--- src/hdl/csel_pkg.sv ---
// package: offsets, field positions, codes and types for clock source selection
package csel_pkg;
  // register offsets on the register port
  localparam logic [7:0] CSEL_OFS_PLL_DSP = 8'h0d; // pll_and_dsp_clock_source
  localparam logic [7:0] CSEL_OFS_DAC_OSR = 8'h0e; // dac_and_osr_clock_source
  localparam logic [7:0] CSEL_OFS_NCP = 8'h0f; // charge_pump_clock_source
  localparam logic [7:0] CSEL_OFS_ROUTE_A = 8'h10; // pin_clock_route_dsp_dac
  localparam logic [7:0] CSEL_OFS_ROUTE_B = 8'h11; // oversample / charge pump routes
  localparam logic [7:0] CSEL_OFS_ROUTE_C = 8'h12; // pll reference route
  // field positions (lsb of each 3-bit field)
  localparam int CSEL_LO_FIELD = 0; // bits 2-0
  localparam int CSEL_HI_FIELD = 4; // bits 6-4
  localparam int CSEL_FW = 3; // field width
  // value of every field after reset
  localparam logic [2:0] CSEL_FIELD_RST = 3'h0;
  // pin route code that selects the serial output pin
  localparam logic [2:0] CSEL_ROUTE_PIN = 3'h5;
  // number of selectable clock channels
  localparam int CSEL_NCH = 5;
  localparam int CSEL_CH_PLL = 0;
  localparam int CSEL_CH_DSP = 1;
  localparam int CSEL_CH_DAC = 2;
  localparam int CSEL_CH_OSR = 3;
  localparam int CSEL_CH_NCP = 4;

  // candidate clocks, sampled as levels on mclk
  typedef struct packed {
    logic pll_clk; // pll output
    logic internal_oscillator; // on-chip oscillator
    logic master_clk_pin; // master clock pin
    logic bit_clk; // serial bit clock
    logic serial_out_pin; // serial data output pin used as clock
  } csel_src_t;

  // selected pll reference and divider inputs
  typedef struct packed {
    logic pll_ref;
    logic dsp_div;
    logic dac_div;
    logic osr_div;
    logic ncp_div;
  } csel_clk_out_t;

  // switch-over sequencer states
  typedef enum logic [0:0] {CSEL_SW_RUN, CSEL_SW_ARM} csel_sw_t;
endpackage

--- src/hdl/csel_switch.sv ---
// runt-free source switch for one clock channel
`timescale 1ns/1ps
module csel_switch (
  // clock and reset
  input wire logic mclk,
  input wire logic reset,
  // candidates indexed by code, unused codes tied low
  input wire logic [7:0] src,
  input wire logic [2:0] sel,
  // switched clock level
  output logic clk_out
);
  import csel_pkg::*;

  csel_sw_t state_q; // run or waiting for new source low
  logic [2:0] cur_q; // code now passed through
  logic out_q; // registered output level
  wire logic cur_lvl = src[cur_q]; // level of current source
  wire logic new_lvl = src[sel]; // level of requested source
  wire logic want_switch = (sel != cur_q); // new code pending

  // park low once current is low, take the new code while parked, resume only while it is low
  always_ff @(posedge mclk) begin
    if (reset) begin
      state_q <= CSEL_SW_RUN;
      cur_q <= CSEL_FIELD_RST;
      out_q <= 1'b0;
    end else begin
      unique case (state_q)
        CSEL_SW_RUN: begin
          if (want_switch && !cur_lvl) begin // low phase: safe cut [RQ14]
            state_q <= CSEL_SW_ARM;
            out_q <= 1'b0;
          end else begin
            out_q <= cur_lvl;
          end
        end
        CSEL_SW_ARM: begin
          out_q <= 1'b0; // held static while parked [RQ14]
          cur_q <= sel;
          if (!new_lvl) begin // resume only on a low level [RQ14]
            state_q <= CSEL_SW_RUN;
          end
        end
      endcase
    end
  end

  assign clk_out = out_q;
endmodule

--- src/hdl/csel_top.sv ---
// clock source selection registers and muxes for pll and divider inputs
`timescale 1ns/1ps
// What this block does
// RQ1 - pll reference field at 0x0D bits 6-4
// RQ2 - auto mode overrides software pll reference choice
// RQ3 - undefined pll reference codes mute the reference
// RQ4 - dsp divider source field 0x0D bits 2-0
// RQ5 - master clock code auto-picks pll/pin or oscillator
// RQ6 - dac divider source field 0x0E bits 6-4
// RQ7 - oversample divider source field 0x0E bits 2-0
// RQ8 - charge pump divider source field 0x0F
// RQ9 - dsp pin route at 0x10 bits 6-4
// RQ10 - dac pin route at 0x10 bits 2-0
// RQ11 - oversample/charge pump pin routes at 0x11
// RQ12 - pll reference pin route at 0x12
// RQ13 - all fields reset to zero
// RQ14 - muted clocks static, switching without runt pulses
module csel_top (
  // clock and reset
  input wire logic mclk,
  input wire logic reset,
  // register port
  input wire logic [7:0] reg_addr,
  input wire logic reg_wr,
  input wire logic [7:0] reg_wdata,
  input wire logic reg_rd,
  output logic [7:0] reg_rdata,
  // automatic clock configuration
  input wire logic auto_clock_mode,
  input wire logic [2:0] auto_pll_ref_select,
  input wire logic auto_master_use_oscillator,
  input wire logic auto_master_use_pll,
  // candidate clocks
  input wire csel_pkg::csel_src_t clk_src,
  // selected clocks
  output csel_pkg::csel_clk_out_t clk_sel
);
  import csel_pkg::*;

  // divider and pll reference source codes
  logic [2:0] pll_ref_select_q; // pll reference code
  logic [2:0] dsp_divider_source_q; // dsp divider code
  logic [2:0] dac_divider_source_q; // dac divider code
  logic [2:0] oversample_divider_source_q; // oversample divider code
  logic [2:0] charge_pump_divider_source_q; // charge pump divider code
  // serial output pin route codes
  logic [2:0] dsp_pin_clock_route_q; // dsp route
  logic [2:0] dac_pin_clock_route_q; // dac route
  logic [2:0] oversample_pin_clock_route_q; // oversample route
  logic [2:0] charge_pump_pin_clock_route_q; // charge pump route
  logic [2:0] pll_ref_pin_route_q; // pll reference route
  // read side
  logic [7:0] rdata_q; // registered read data

  // write decode
  wire logic wr_pll_dsp = reg_wr && (reg_addr == CSEL_OFS_PLL_DSP);
  wire logic wr_dac_osr = reg_wr && (reg_addr == CSEL_OFS_DAC_OSR);
  wire logic wr_ncp = reg_wr && (reg_addr == CSEL_OFS_NCP);
  wire logic wr_route_a = reg_wr && (reg_addr == CSEL_OFS_ROUTE_A);
  wire logic wr_route_b = reg_wr && (reg_addr == CSEL_OFS_ROUTE_B);
  wire logic wr_route_c = reg_wr && (reg_addr == CSEL_OFS_ROUTE_C);
  // write data split into the two field slots
  wire logic [2:0] wf_hi = reg_wdata[CSEL_HI_FIELD +: CSEL_FW]; // bits 6-4
  wire logic [2:0] wf_lo = reg_wdata[CSEL_LO_FIELD +: CSEL_FW]; // bits 2-0

  // 0x0d fields: pll reference and dsp divider codes
  always_ff @(posedge mclk) begin
    if (reset) begin
      pll_ref_select_q <= CSEL_FIELD_RST; // [RQ13]
      dsp_divider_source_q <= CSEL_FIELD_RST; // [RQ13]
    end else if (wr_pll_dsp) begin
      pll_ref_select_q <= wf_hi; // [RQ1]
      dsp_divider_source_q <= wf_lo; // [RQ4]
    end
  end

  // 0x0e fields: dac and oversample divider codes
  always_ff @(posedge mclk) begin
    if (reset) begin
      dac_divider_source_q <= CSEL_FIELD_RST; // [RQ13]
      oversample_divider_source_q <= CSEL_FIELD_RST; // [RQ13]
    end else if (wr_dac_osr) begin
      dac_divider_source_q <= wf_hi; // [RQ6]
      oversample_divider_source_q <= wf_lo; // [RQ7]
    end
  end

  // 0x0f field: charge pump divider code
  always_ff @(posedge mclk) begin
    if (reset) begin
      charge_pump_divider_source_q <= CSEL_FIELD_RST; // [RQ13]
    end else if (wr_ncp) begin
      charge_pump_divider_source_q <= wf_lo; // [RQ8]
    end
  end

  // 0x10 fields: dsp and dac pin routes
  always_ff @(posedge mclk) begin
    if (reset) begin
      dsp_pin_clock_route_q <= CSEL_FIELD_RST; // [RQ13]
      dac_pin_clock_route_q <= CSEL_FIELD_RST; // [RQ13]
    end else if (wr_route_a) begin
      dsp_pin_clock_route_q <= wf_hi; // [RQ9]
      dac_pin_clock_route_q <= wf_lo; // [RQ10]
    end
  end

  // 0x11 fields: charge pump and oversample pin routes
  always_ff @(posedge mclk) begin
    if (reset) begin
      charge_pump_pin_clock_route_q <= CSEL_FIELD_RST; // [RQ13]
      oversample_pin_clock_route_q <= CSEL_FIELD_RST; // [RQ13]
    end else if (wr_route_b) begin
      charge_pump_pin_clock_route_q <= wf_hi; // [RQ11]
      oversample_pin_clock_route_q <= wf_lo; // [RQ11]
    end
  end

  // 0x12 field: pll reference pin route
  always_ff @(posedge mclk) begin
    if (reset) begin
      pll_ref_pin_route_q <= CSEL_FIELD_RST; // [RQ13]
    end else if (wr_route_c) begin
      pll_ref_pin_route_q <= wf_lo; // [RQ12]
    end
  end

  // register images as software reads them, reserved bits zero
  wire logic [7:0] img_pll_dsp = {1'b0, pll_ref_select_q, 1'b0, dsp_divider_source_q};
  wire logic [7:0] img_dac_osr = {1'b0, dac_divider_source_q, 1'b0,
                                  oversample_divider_source_q};
  wire logic [7:0] img_ncp = {5'h00, charge_pump_divider_source_q};
  wire logic [7:0] img_route_a = {1'b0, dsp_pin_clock_route_q, 1'b0,
                                  dac_pin_clock_route_q};
  wire logic [7:0] img_route_b = {1'b0, charge_pump_pin_clock_route_q, 1'b0,
                                  oversample_pin_clock_route_q};
  wire logic [7:0] img_route_c = {5'h00, pll_ref_pin_route_q};

  // read selection, unmapped offsets read zero
  wire logic [7:0] rd_mux = (reg_addr == CSEL_OFS_PLL_DSP) ? img_pll_dsp :
                            (reg_addr == CSEL_OFS_DAC_OSR) ? img_dac_osr :
                            (reg_addr == CSEL_OFS_NCP) ? img_ncp :
                            (reg_addr == CSEL_OFS_ROUTE_A) ? img_route_a :
                            (reg_addr == CSEL_OFS_ROUTE_B) ? img_route_b :
                            (reg_addr == CSEL_OFS_ROUTE_C) ? img_route_c : 8'h00;

  // read data captured one cycle after reg_rd
  // holds between reads so software sees a steady value
  always_ff @(posedge mclk) begin
    if (reset) begin
      rdata_q <= 8'h00;
    end else if (reg_rd) begin
      rdata_q <= rd_mux;
    end
  end
  assign reg_rdata = rdata_q;

  // pin routes: only the serial output code passes a clock, others mute
  wire logic gp_dsp = (dsp_pin_clock_route_q == CSEL_ROUTE_PIN)
                      & clk_src.serial_out_pin; // [RQ9]
  wire logic gp_dac = (dac_pin_clock_route_q == CSEL_ROUTE_PIN)
                      & clk_src.serial_out_pin; // [RQ10]
  wire logic gp_osr = (oversample_pin_clock_route_q == CSEL_ROUTE_PIN)
                      & clk_src.serial_out_pin; // [RQ11]
  wire logic gp_ncp = (charge_pump_pin_clock_route_q == CSEL_ROUTE_PIN)
                      & clk_src.serial_out_pin; // [RQ11]
  wire logic gp_ref = (pll_ref_pin_route_q == CSEL_ROUTE_PIN)
                      & clk_src.serial_out_pin; // [RQ12]

  // auto master clock: oscillator when selected, else pll or pin path
  wire logic pll_or_pin = auto_master_use_pll ? clk_src.pll_clk
                                              : clk_src.master_clk_pin;
  wire logic master_clk = auto_master_use_oscillator ? clk_src.internal_oscillator
                                                     : pll_or_pin; // [RQ5]

  // pll reference code, auto mode overrides software choice
  wire logic [2:0] ref_code = auto_clock_mode ? auto_pll_ref_select
                                              : pll_ref_select_q; // [RQ2]

  // candidate vectors by code, upper codes tied low so they mute
  logic [7:0] src_vec [CSEL_NCH];
  logic [2:0] sel_vec [CSEL_NCH];
  logic [CSEL_NCH-1:0] out_vec;

  // pll reference: mclk pin, bit clock, oscillator, pin route [RQ1]
  assign src_vec[CSEL_CH_PLL] = {4'h0, gp_ref, clk_src.internal_oscillator,
                                 clk_src.bit_clk, clk_src.master_clk_pin}; // [RQ3]
  // dsp: master, pll, oscillator, mclk pin, bit clock, pin route [RQ4]
  assign src_vec[CSEL_CH_DSP] = {2'h0, gp_dsp, clk_src.bit_clk, clk_src.master_clk_pin,
                                 clk_src.internal_oscillator, clk_src.pll_clk, master_clk};
  // dac: same code set as dsp [RQ6]
  assign src_vec[CSEL_CH_DAC] = {2'h0, gp_dac, clk_src.bit_clk, clk_src.master_clk_pin,
                                 clk_src.internal_oscillator, clk_src.pll_clk, master_clk};
  // oversample: dac clock first, then the dsp set shifted [RQ7]
  // the dac clock here is a flop output, so there is no loop
  assign src_vec[CSEL_CH_OSR] = {1'b0, gp_osr, clk_src.bit_clk, clk_src.master_clk_pin,
                                 clk_src.internal_oscillator, clk_src.pll_clk, master_clk,
                                 out_vec[CSEL_CH_DAC]};
  // charge pump: same seven codes as oversample [RQ8]
  assign src_vec[CSEL_CH_NCP] = {1'b0, gp_ncp, clk_src.bit_clk, clk_src.master_clk_pin,
                                 clk_src.internal_oscillator, clk_src.pll_clk, master_clk,
                                 out_vec[CSEL_CH_DAC]};
  // selection code per channel
  assign sel_vec[CSEL_CH_PLL] = ref_code;
  assign sel_vec[CSEL_CH_DSP] = dsp_divider_source_q;
  assign sel_vec[CSEL_CH_DAC] = dac_divider_source_q;
  assign sel_vec[CSEL_CH_OSR] = oversample_divider_source_q;
  assign sel_vec[CSEL_CH_NCP] = charge_pump_divider_source_q;

  // one runt-free switch per channel
  for (genvar ch = 0; ch < CSEL_NCH; ch++) begin : g_ch
    csel_switch u_sw (
      .mclk(mclk),
      .reset(reset),
      .src(src_vec[ch]),
      .sel(sel_vec[ch]),
      .clk_out(out_vec[ch])
    ); // [RQ14]
  end

  // outputs are the registered switch levels
  assign clk_sel.pll_ref = out_vec[CSEL_CH_PLL];
  assign clk_sel.dsp_div = out_vec[CSEL_CH_DSP];
  assign clk_sel.dac_div = out_vec[CSEL_CH_DAC];
  assign clk_sel.osr_div = out_vec[CSEL_CH_OSR];
  assign clk_sel.ncp_div = out_vec[CSEL_CH_NCP];
endmodule

--- config.mk ---
export PLATFORM = sky130hd
export DESIGN_NAME = csel_top
export DESIGN_NICKNAME = d
export VERILOG_FILES = /design/src/hdl/csel_pkg.sv /design/src/hdl/csel_switch.sv /design/src/hdl/csel_top.sv
export SDC_FILE = /design/constraint.sdc
export NUM_CORES = 1
export LEC_CHECK = 0
export BUFFER_PORTS_ARGS = -buffer_cell sky130_fd_sc_hd__buf_2
export CAP_MARGIN = 20
export CELL_PAD_IN_SITES_DETAIL_PLACEMENT = 2
export CELL_PAD_IN_SITES_GLOBAL_PLACEMENT = 2
export CORE_MARGIN = 3
export CORE_UTILIZATION = 32
export DETAILED_ROUTE_END_ITERATION = 8
export PLACE_DENSITY = 0.72
export SETUP_SLACK_MARGIN = 0.02
export SYNTH_ARGS = -nofsm -noshare
export SYNTH_HDL_FRONTEND = slang
export SYNTH_SLANG_ARGS = --single-unit
export TNS_END_PERCENT = 1
--- constraint.sdc ---
create_clock -name mclk -period 1.4 [get_ports mclk]
set_input_delay 0 -clock mclk [delete_from_list [all_inputs] [get_ports mclk]]
set_output_delay 0 -clock mclk [all_outputs]
set_load 0.03 [all_outputs]
==> results of run 1 <==
[logic make-up (layout without fill, tap and decap cells)]
group                  Yosys count  after routing  share of synthesized area, %
AND/OR/NAND/NOR                125            125                          18.5
multiplexers                    69             69                          21.0
AO/OA/AOI/OAI                   62             62                          14.4
flip-flops                      61             61                          34.9
buffers and inverters           55            128                          7.33
XOR/XNOR                        15             15                          3.76
other                            1              2                         0.107
[layout by cell type, fill, tap and decap left out, drive strengths merged, types with 4 or more instances in the layout]
cell type,synthesis,final
xor2,9,9
nand3,5,5
a211oi,8,8
a2111oi,5,5
xnor2,6,6
mux2,4,4
inv,15,15
buf,14,95
bufinv,0,4
nor4,5,5
clkbuf,26,10
a21oi,5,5
mux2i,62,62
nand2,5,5
nor2,67,67
a311oi,4,4
dfxtp,61,61
nand3b,5,5
nand4,4,4
o32ai,7,7
a32o,5,5
o21a,4,4
nand2b,13,13
nor2b,4,4
[worst min path at each step]
stage / from / endpoint / slack, ns
finish: reg_wdata[5] / dsp_pin_clock_route_q[1] / 0.02
CTS: reg_wdata[5] / dsp_pin_clock_route_q[1] / 0.007
floorplan: reg_wdata[0] / charge_pump_divider_source_q[0] / 0.14
global route: reg_wdata[5] / dsp_pin_clock_route_q[1] / 0.03
global placement: reg_wdata[4] / dac_divider_source_q[0] / 0.34
detailed placement: reg_wdata[6] / charge_pump_pin_clock_route_q[2] / 0.35
[per-stage QoR]
step | power, W | std cells
2_1_floorplan | 0.00224 | 389
3_3_place_gp | 0.00239 | 579
3_5_place_dp | 0.00242 | 579
4_1_cts | 0.00461 | 598
5_1_grt | 0.00477 | 598
6_report | 0.00458 | 598
[routing by layer]
metal	track usage [%]	vias up	part of all wire (%)
met2	36.4	38	51
met5	0	-	0
met3	2.74	15	2.1
met1	24.7	1622	45
li1	-	1531	-
met4	6.98	0	1.7
[critical path: cells and delay by family (launching register included)]
family	cells	cell delay, ns
flops	1	0.31
compound gates	3	0.81
simple gates	1	0.29
[cell usage after synthesis (6+ instances only)]
cell / number
a211oi_1: 8
buf_4: 7
clkbuf_1: 26
dfxtp_1: 61
inv_1: 15
mux2i_1: 62
nand2b_1: 13
nor2_1: 67
o32ai_1: 7
xnor2_1: 6
xor2_1: 9
[power groups by stage]
stage	logic, W	registers (W)	clock network [W]
2_1_floorplan	0.000373	0.00186	0
3_3_place_gp	0.000493	0.00190	0
3_5_place_dp	0.000518	0.00190	0
4_1_cts	0.000532	0.00186	0.00222
5_1_grt	0.000588	0.00187	0.00231
6_report	0.000538	0.00186	0.00218
[what timing repair did]
action / CTS / global route
pin swaps: 7 / 6
buffers inserted: 1 / 0
cloned: 0 / 0
hold buffers: 2 / 0
gates resized for setup: 19 / 16
hold endpoints to repair: 4 / 0
endpoints found under the setup margin: 7 / 12
[final cells by class]
| type | instances | area (sq um) | share of cell area, % |
|---|---|---|---|
| Clock buffer | 10 | 138 | 3.05 |
| Sequential cell | 61 | 1230 | 27.3 |
| Tap cell | 136 | 170 | 3.77 |
| Clock inverter | 6 | 134 | 2.97 |
| Timing Repair Buffer | 97 | 636 | 14.1 |
| Multi-Input combinational cell | 273 | 2140 | 47.5 |
| Inverter | 15 | 56.3 | 1.25 |
[registers in the layout (all words and copies together), names as in the netlist, 5 cells and up]
signal,count
g_ch.u_sw.clk_out,5
g_ch.u_sw.state_q,5
g_ch.u_sw.cur_q,15
reg_rdata,6
==> out/results.ini, run 1 <==
[outcome]
status=complete, but fails checks
violations=setup timing

[timing]
timing.fmax_mhz=658
grt_setup_unrepaired=true
hold_viol=0
worst_pin_slew_ns=0.529
setup_violations=5
fin_setup_tns_ns=-0.181
drv_slew=0
fin_hold_ws_ns=0.0203
finalClockSkew_ns=0.0158
setup_ws_ns=-0.121
finalCritPeriodShare_pct=109
layout_min_cycle_time_ns=1.52
slew_headroom_pct=64.8

[setup_path]
max_stage_delay_ns=0.45
endpoint=g_ch[2].u_sw.state_q
crit_chain=nand4b_1, a2111oi_4, o2bb2ai_2, a32o_1
r2r_cells=4
reg2reg_from=dac_pin_clock_route_q[1]
required_ns=1.64
slowest_stage=a2111oi_4
start_kind=register
worstSetupStartpoint=dac_pin_clock_route_q[1]
end_kind=register
crit_fanout=2
critical_path_class=reg2reg
r2r_end=g_ch[2].u_sw.state_q
r2r_slack_ns=-0.12
worst_ep_arrival_time_ns=1.76

[synth]
yosysTopAreaCellShare_pct=34.9
ys_seq_area_share_pct=34.9
yosysTopAreaCell=dfxtp_1
synth-main-ff-cell=dfxtp_1
synth_seq_cells=61
synth_edf_count=0
ys_types=50
async_reset_ff_share_pct=0
syn_area_sq_um=3500
avgSynthCellArea_sq_um=9.01
ys_warn_count=0
syn_inst=388
synth.area.top_cells=dfxtp_1 (35%), mux2i_1 (18%), nor2_1 (7.2%), clkbuf_1 (2.8%), nand2b_1 (2.3%)

[detailed_routing]
first_pass_iters=4
drcViolationCount=0
avgViaCountPerCell=5.36
drt_iter0_markers=96
wl_per_cell_um=20.3
wl_mm=12.1
vias=3206
final_antenna_net_count=0

[grt]
grt_pass1_vias=3690
grt_max_degree=25
grt_pass1_wl_mm=19.8
antenna_found_initial=0
grt_usage_pct=20.3
grt_overflow=0

[clock_tree]
cts_tree=yes
ctsHtreeMaxLevel=3
insertion_delay_ns=0.35
cts_max_path_buffers=2
path_clk_slew_ns=0.07
clockRootBuffer=clkbuf_8
cts_buffers=9
clock-sinks=61

[final_layout]
synthToLayoutAreaGrowth_pct=28.9
final_cell_area_sq_um=4510
n_fill_cell=1155
num_antenna_cells=0
final_util_pct=43.1
finalNetCount=488
layout-drive-gt1-share_pct=31.6

[placement]
port_buffers=39
dp_slack_ns=-0.180
place_congestion=0.813
dp_hpwl_mm=8.96
placed_area_sq_um=4080

[die]
die_x_um=111
core-area_sq_um=10500
die_y_um=111
rows=37
dieArea_sq_um=12200
num_io_pins=44
start_util_pct=33.4

[power_and_ir_drop]
seqPwrFrac_pct=40.7
p_int_w=0.00343
swShare_pct=25.0
ir_drop_mv=0.470
switching_power_w=0.00114
pwr_density_cell_nw_per_um2=1020
pwr-share-clk_pct=47.6
p_leak_nw=1.94
power_frac_comb_pct=11.8

[min_path]
hold_depth=3
hold_class=in2reg

[run]
cap_violations=0

Power figures use the tool's default switching activity.
==> run 2, diff against run 1 <==
--- a/config.mk
+++ b/config.mk
@@ -10,9 +10,9 @@
 export CELL_PAD_IN_SITES_DETAIL_PLACEMENT = 2
 export CELL_PAD_IN_SITES_GLOBAL_PLACEMENT = 2
 export CORE_MARGIN = 3
-export CORE_UTILIZATION = 32
+export CORE_UTILIZATION = 36
 export DETAILED_ROUTE_END_ITERATION = 8
-export PLACE_DENSITY = 0.72
+export PLACE_DENSITY = 0.77
 export SETUP_SLACK_MARGIN = 0.02
 export SYNTH_ARGS = -nofsm -noshare
 export SYNTH_HDL_FRONTEND = slang
==> constraint.sdc (replaced) <==
create_clock -name mclk -period 1.46 [get_ports mclk]
set_input_delay 0 -clock mclk [delete_from_list [all_inputs] [get_ports mclk]]
set_output_delay 0 -clock mclk [all_outputs]
set_load 0.03 [all_outputs]
==> out/results.ini, run 2 (synthesis results as in run 1) <==
[timing]
finalCritPeriodShare_pct=104  ; -4.9 points
hold_viol=0  ; unchanged
layout_min_cycle_time_ns=1.51  ; -0.00612 ns
drv_slew=0  ; unchanged
grt_setup_unrepaired=true
timing.fmax_mhz=660  ; +0.40%
setup_ws_ns=-0.0547  ; +0.0661 ns
slew_headroom_pct=60.5  ; -4.2 points
setup_violations=2  ; -3
worst_pin_slew_ns=0.592  ; +0.0637 ns
finalClockSkew_ns=0.00607  ; -0.00969 ns

[placement]
dp_hpwl_mm=8.74  ; -2.4%
dp.cells=565  ; -2.4%
port_buffers=39  ; unchanged
place_congestion=0.794  ; -2.3%

[power_and_ir_drop]
switching_power_w=0.00102  ; -11%
swShare_pct=27.2  ; +2.2 points
ir_drop_mv=0.416  ; -12%
p_int_w=0.00272  ; -21%
pwr-share-clk_pct=38.8  ; -8.8 points
power_frac_comb_pct=13.5  ; +1.7 points
finalPower_w=0.00374  ; -18%
pwr_density_cell_nw_per_um2=867  ; -15%
seqPwrFrac_pct=47.7  ; +7.0 points
p_leak_nw=1.86  ; -4.2%

[final_layout]
largest_reg_flops=15  ; unchanged
num_antenna_cells=0  ; unchanged
mostFrequentLayoutCells=nor2_1 (67), mux2i_1 (62), dfxtp_1 (52), buf_4 (50), buf_2 (39)
regMostFlops=g_ch.u_sw.cur_q
layout-drive-gt1-share_pct=27.9  ; -3.8 points
finalNetCount=484  ; -0.82%
synthToLayoutAreaGrowth_pct=23.2
finalNonFillerCells=585  ; -2.2%
final_common_cell=nor2_1

[setup_path]
path_depth=4  ; unchanged
worst_ep_arrival_time_ns=1.75  ; about the same
required_ns=1.70  ; +0.06 ns
max_stage_delay_ns=0.42  ; -0.03 ns
crit_buf_inv=0  ; unchanged
start_kind=register
end_kind=register
r2r_slack_ns=-0.05  ; +0.07 ns
crit_family=compound AO/OA/AOI/OAI gates
r2r_cells=4  ; unchanged
slowest_stage=a2111oi_4
crit_fanout=2  ; unchanged
critical_path_class=reg2reg
crit_chain=nand4b_1, a2111oi_4, o2bb2ai_2, a32o_1

[die]
dieArea_sq_um=10900  ; -11%
num_io_pins=44  ; unchanged
die_y_um=105  ; -5.4%
core-area_sq_um=9330  ; -11%
die_x_um=105  ; -5.4%
start_util_pct=37.5  ; +4.1 points
rows=35  ; -5.4%

[clock_tree]
clockRootBuffer=clkbuf_8
ctsHtreeMaxLevel=3  ; unchanged
cts_buffers=9  ; unchanged
cts_tree=yes
clock-sinks=61  ; unchanged
cts_max_path_buffers=2  ; unchanged
path_clk_slew_ns=0.07  ; about the same
insertion_delay_ns=0.34  ; about the same

[detailed_routing]
final_antenna_net_count=0  ; unchanged
wl_mm=11.8  ; -2.4%
drcViolationCount=0  ; unchanged
first_pass_iters=4  ; unchanged
wl_per_cell_um=20.2  ; -0.22%
drt_iter0_markers=87  ; -9.4%
vias=3164  ; -1.3%
avgViaCountPerCell=5.41  ; +0.88%

[grt]
antenna_found_initial=0  ; unchanged
grt_pass1_wl_mm=19.0  ; -4.0%
grt_pass1_vias=3426  ; -7.2%
grt_max_degree=29  ; +16%
grt_overflow=0  ; unchanged
grt_usage_pct=22.3  ; +2.0 points

[min_path]
hold_depth=3  ; unchanged
hold_class=in2reg

[run]
cap_violations=0  ; unchanged

[outcome]
violations=setup timing
status=complete, but fails checks

-- run 2: cell count changes in the layout (fill, tap and decap cells not counted), sizes merged --
| cell | delta |
|---|---|
| buf | -6 |
| bufinv | -4 |
| clkbuf | +3 |
| clkinv | -1 |
| dlygate4sd3 | +2 |
-- run 2: layer usage --
layer	global-route usage [%]	vias to the layer above	part of all wire, %
li1	-	1519	-
met1	27.9	1590	45
met2	39.9	44	51
met3	3.83	11	2.4
met4	5.22	0	1.0
met5	0	-	0
-- run 2: worst paths after layout --
| kind | startpoint | to |
|---|---|---|
| setup / recovery | dsp_pin_clock_route_q[1] | g_ch[1].u_sw.state_q |
| hold / removal | reg_wdata[2] | dac_pin_clock_route_q[2] |
| setup reg to reg | dsp_pin_clock_route_q[1] | g_ch[1].u_sw.state_q |
| hold reg to reg | reg_rdata[5] | reg_rdata[5] |
-- run 2: power groups by stage --
stage               combinational, W  clock, W  sequential [W]
global route                0.000561   0.00157         0.00179
global placement            0.000465         0         0.00182
CTS                         0.000504   0.00149         0.00179
finish                      0.000504   0.00145         0.00178
detailed placement          0.000489         0         0.00182
floorplan                   0.000358         0         0.00179
-- run 2: what timing repair did --
| action | in CTS | in global routing |
|---|---|---|
| hold buffers | 4 | 0 |
| setup endpoints to repair | 6 | 9 |
| buffers inserted | 2 | 0 |
| pin swaps | 3 | 2 |
| resized for setup | 8 | 15 |
| hold endpoints to repair | 6 | 0 |
-- run 2: worst reg2reg max path, stage by stage (launching register included) --
cell       delay [ns]
dfxtp_2          0.32
nand4b_1         0.31
a2111oi_4        0.42
o2bb2ai_2        0.10
a32o_1           0.25
-- run 2: metrics by stage --
step / hold slack (ns) / setup WS, ns / cell area (sq um) / util (%) / TNS [ns]
finish: 0.0200 / -0.0547 / 4310 / 46.2 / -0.0711
CTS: 0.00173 / 0.0258 / 4270 / 45.8 / 0
global placement: 0.331 / 0.0239 / 4020 / 43.1 / 0
floorplan: 0.144 / 0.0264 / 3500 / - / 0
global route: 0.0246 / -0.137 / 4310 / 46.2 / -0.357
detailed placement: 0.342 / -0.149 / 4020 / 43.1 / -0.467
-- run 2: final cells by class --
type | count | area, sq um
flip-flops and latches | 61 | 1230
well taps | 129 | 161
clock inverters | 1 | 5.00
repair buffers | 93 | 611
inverters | 15 | 56.3
fillers | 1047 | 5020
multi-input cells | 273 | 2060
clock buffers | 13 | 179
==> run 3, diff against run 2 <==
--- a/config.mk
+++ b/config.mk
@@ -14,6 +14,7 @@
 export DETAILED_ROUTE_END_ITERATION = 8
 export PLACE_DENSITY = 0.77
 export SETUP_SLACK_MARGIN = 0.02
+export SKIP_CTS_REPAIR_TIMING = 1
 export SYNTH_ARGS = -nofsm -noshare
 export SYNTH_HDL_FRONTEND = slang
 export SYNTH_SLANG_ARGS = --single-unit
==> out/results.ini, run 3 (synthesis results as in run 1) <==
[outcome]
status=completed

[final_layout]
layout-drive-gt1-share_pct=27.7  ; -0.13 points
final_util_pct=45.6  ; -0.63 points
finalNonFillerCells=580  ; -0.85%
num_antenna_cells=0  ; unchanged
finalNetCount=479  ; -1.0%
mostFrequentLayoutCells=nor2_1 (67), mux2i_1 (62), dfxtp_1 (54), buf_4 (49), buf_2 (39)
largest_reg_flops=15  ; unchanged
synthToLayoutAreaGrowth_pct=21.5
final_common_cell=nor2_1
regMostFlops=g_ch.u_sw.cur_q
n_fill_cell=1057  ; +0.96%

[setup_path]
critical_path_class=reg2reg
r2r_cells=4  ; unchanged
reg2reg_from=dsp_pin_clock_route_q[1]
r2r_end=g_ch[1].u_sw.state_q
start_kind=register
required_ns=1.70  ; about the same
slowest_stage=a2111oi_2
crit_fanout=2  ; unchanged
worst_ep_arrival_time_ns=1.69  ; -0.06 ns
max_stage_delay_ns=0.38  ; -0.04 ns
crit_chain=nand4b_1, a2111oi_2, o2bb2ai_1, a32o_1
crit_family=compound AO/OA/AOI/OAI gates
path_depth=4  ; unchanged
r2r_slack_ns=0.008  ; +0.06 ns
crit_buf_inv=0  ; unchanged
end_kind=register

[min_path]
min_to=charge_pump_pin_clock_route_q[2]
hold_depth=3  ; unchanged
min_from=reg_wdata[6]
hold_class=in2reg

[clock_tree]
cts_buffers=9  ; unchanged
insertion_delay_ns=0.34  ; about the same
clock-sinks=61  ; unchanged
clockRootBuffer=clkbuf_8
path_clk_slew_ns=0.07  ; about the same
cts_tree=yes
cts_max_path_buffers=2  ; unchanged
ctsHtreeMaxLevel=3  ; unchanged

[placement]
place_congestion=0.794  ; unchanged
port_buffers=39  ; unchanged
dp_hpwl_mm=8.74  ; unchanged
dp.cells=565  ; unchanged

[timing]
layout_min_cycle_time_ns=1.45  ; -0.0630 ns
worst_pin_slew_ns=0.616  ; +0.0233 ns
fin_setup_tns_ns=0  ; +0.0711 ns
timing.fmax_mhz=689  ; +4.3%
slew_headroom_pct=59.0  ; -1.6 points
setup_violations=0  ; -2
finalCritPeriodShare_pct=99.4  ; -4.3 points
grt_setup_unrepaired=true
hold_viol=0  ; unchanged
drv_slew=0  ; unchanged
finalClockSkew_ns=0.00532  ; -0.000749 ns

[die]
die_x_um=105  ; unchanged
core-area_sq_um=9330  ; unchanged
rows=35  ; unchanged
num_io_pins=44  ; unchanged
start_util_pct=37.5  ; unchanged
die_y_um=105  ; unchanged
dieArea_sq_um=10900  ; unchanged

[run]
cap_violations=0  ; unchanged

[power_and_ir_drop]
p_int_w=0.00271  ; -0.24%
seqPwrFrac_pct=47.8  ; about the same
power_frac_comb_pct=13.3  ; -0.2 points
pwr_density_cell_nw_per_um2=879  ; +1.4%
ir_drop_mv=0.417  ; +0.26%
switching_power_w=0.00102  ; +0.55%
swShare_pct=27.4  ; +0.16 points
p_leak_nw=1.84  ; -1.1%
pwr-share-clk_pct=38.9  ; about the same

[detailed_routing]
first_pass_iters=4  ; unchanged
top_layer=met4
drt_iter0_markers=103  ; +18%
vias=3162  ; -0.063%
wl_per_cell_um=20.2  ; about the same
drcViolationCount=0  ; unchanged
route.met3.wl_um=356  ; +26%
met2_length_mm=5.94  ; -2.1%
m1WireLength_mm=5.29  ; -1.3%
wl_mm=11.7  ; -0.92%
avgViaCountPerCell=5.45  ; +0.80%
final_antenna_net_count=0  ; unchanged

[grt]
grt_pass1_wl_mm=18.7  ; -1.6%
grt_usage_pct=21.9  ; -0.41 points
grt_overflow=0  ; unchanged
grt_max_degree=29  ; unchanged
grt_pass1_vias=3403  ; -0.67%
antenna_found_initial=0  ; unchanged

[run 3: changes by cell type in the layout (fill, tap and decap cells not counted), sizes merged]
cell	change
dlygate4sd3	-4
buf	-1
[run 3: final cells by class]
| type | instances | area (sq um) | area share [%] |
|---|---|---|---|
| inverter | 15 | 56.3 | 1.33 |
| tap | 129 | 161 | 3.80 |
| timing repair buffer | 88 | 563 | 13.3 |
| clock inverter | 1 | 5.00 | 0.118 |
| sequential | 61 | 1230 | 28.9 |
| clock buffer | 13 | 179 | 4.21 |
| multi-input combinational | 273 | 2050 | 48.4 |
[run 3: metal layers]
metal  up-vias  track usage (%)
met5         -                0
met4         0             5.22
met3        12             3.83
met2        49             39.2
met1      1589             27.3
li1       1512                -
[run 3: tightest hold or removal path, cell delays in order]
cell	delay [ns]
buf_2	0.15
mux2i_1	0.09
nor2_1	0.07
[run 3: worst max-delay path by stage]
stage	start	endpoint	slack, ns
finish	dsp_pin_clock_route_q[1]	g_ch[1].u_sw.state_q	0.008
global route	dsp_pin_clock_route_q[1]	g_ch[1].u_sw.clk_out	-0.11
CTS	dac_pin_clock_route_q[1]	g_ch[2].u_sw.clk_out	-0.15
detailed placement	dac_pin_clock_route_q[1]	g_ch[2].u_sw.state_q	-0.15
global placement	g_ch[2].u_sw.cur_q[0]	g_ch[2].u_sw.state_q	0.02
floorplan	g_ch[1].u_sw.cur_q[0]	g_ch[1].u_sw.state_q	0.03
[run 3: per-stage QoR]
stage	hold WS, ns	total power [W]	area [sq um]	setup WS [ns]
after global routing	0.0144	0.00391	4250	-0.110
after CTS	-0.0154	0.00377	4200	-0.155
after floorplan	0.144	0.00214	3500	0.0264
final	0.000382	0.00374	4250	0.00830
after detailed placement	0.342	0.00231	4020	-0.149
after global placement	0.331	0.00228	4020	0.0239
[run 3: power groups by stage]
stage,Combinational [W],Clock (W),Sequential [W]
after CTS,0.000496,0.00149,0.00179
final,0.000496,0.00146,0.00178
after global routing,0.000553,0.00157,0.00179
after floorplan,0.000358,0,0.00179
after detailed placement,0.000489,0,0.00182
after global placement,0.000465,0,0.00182
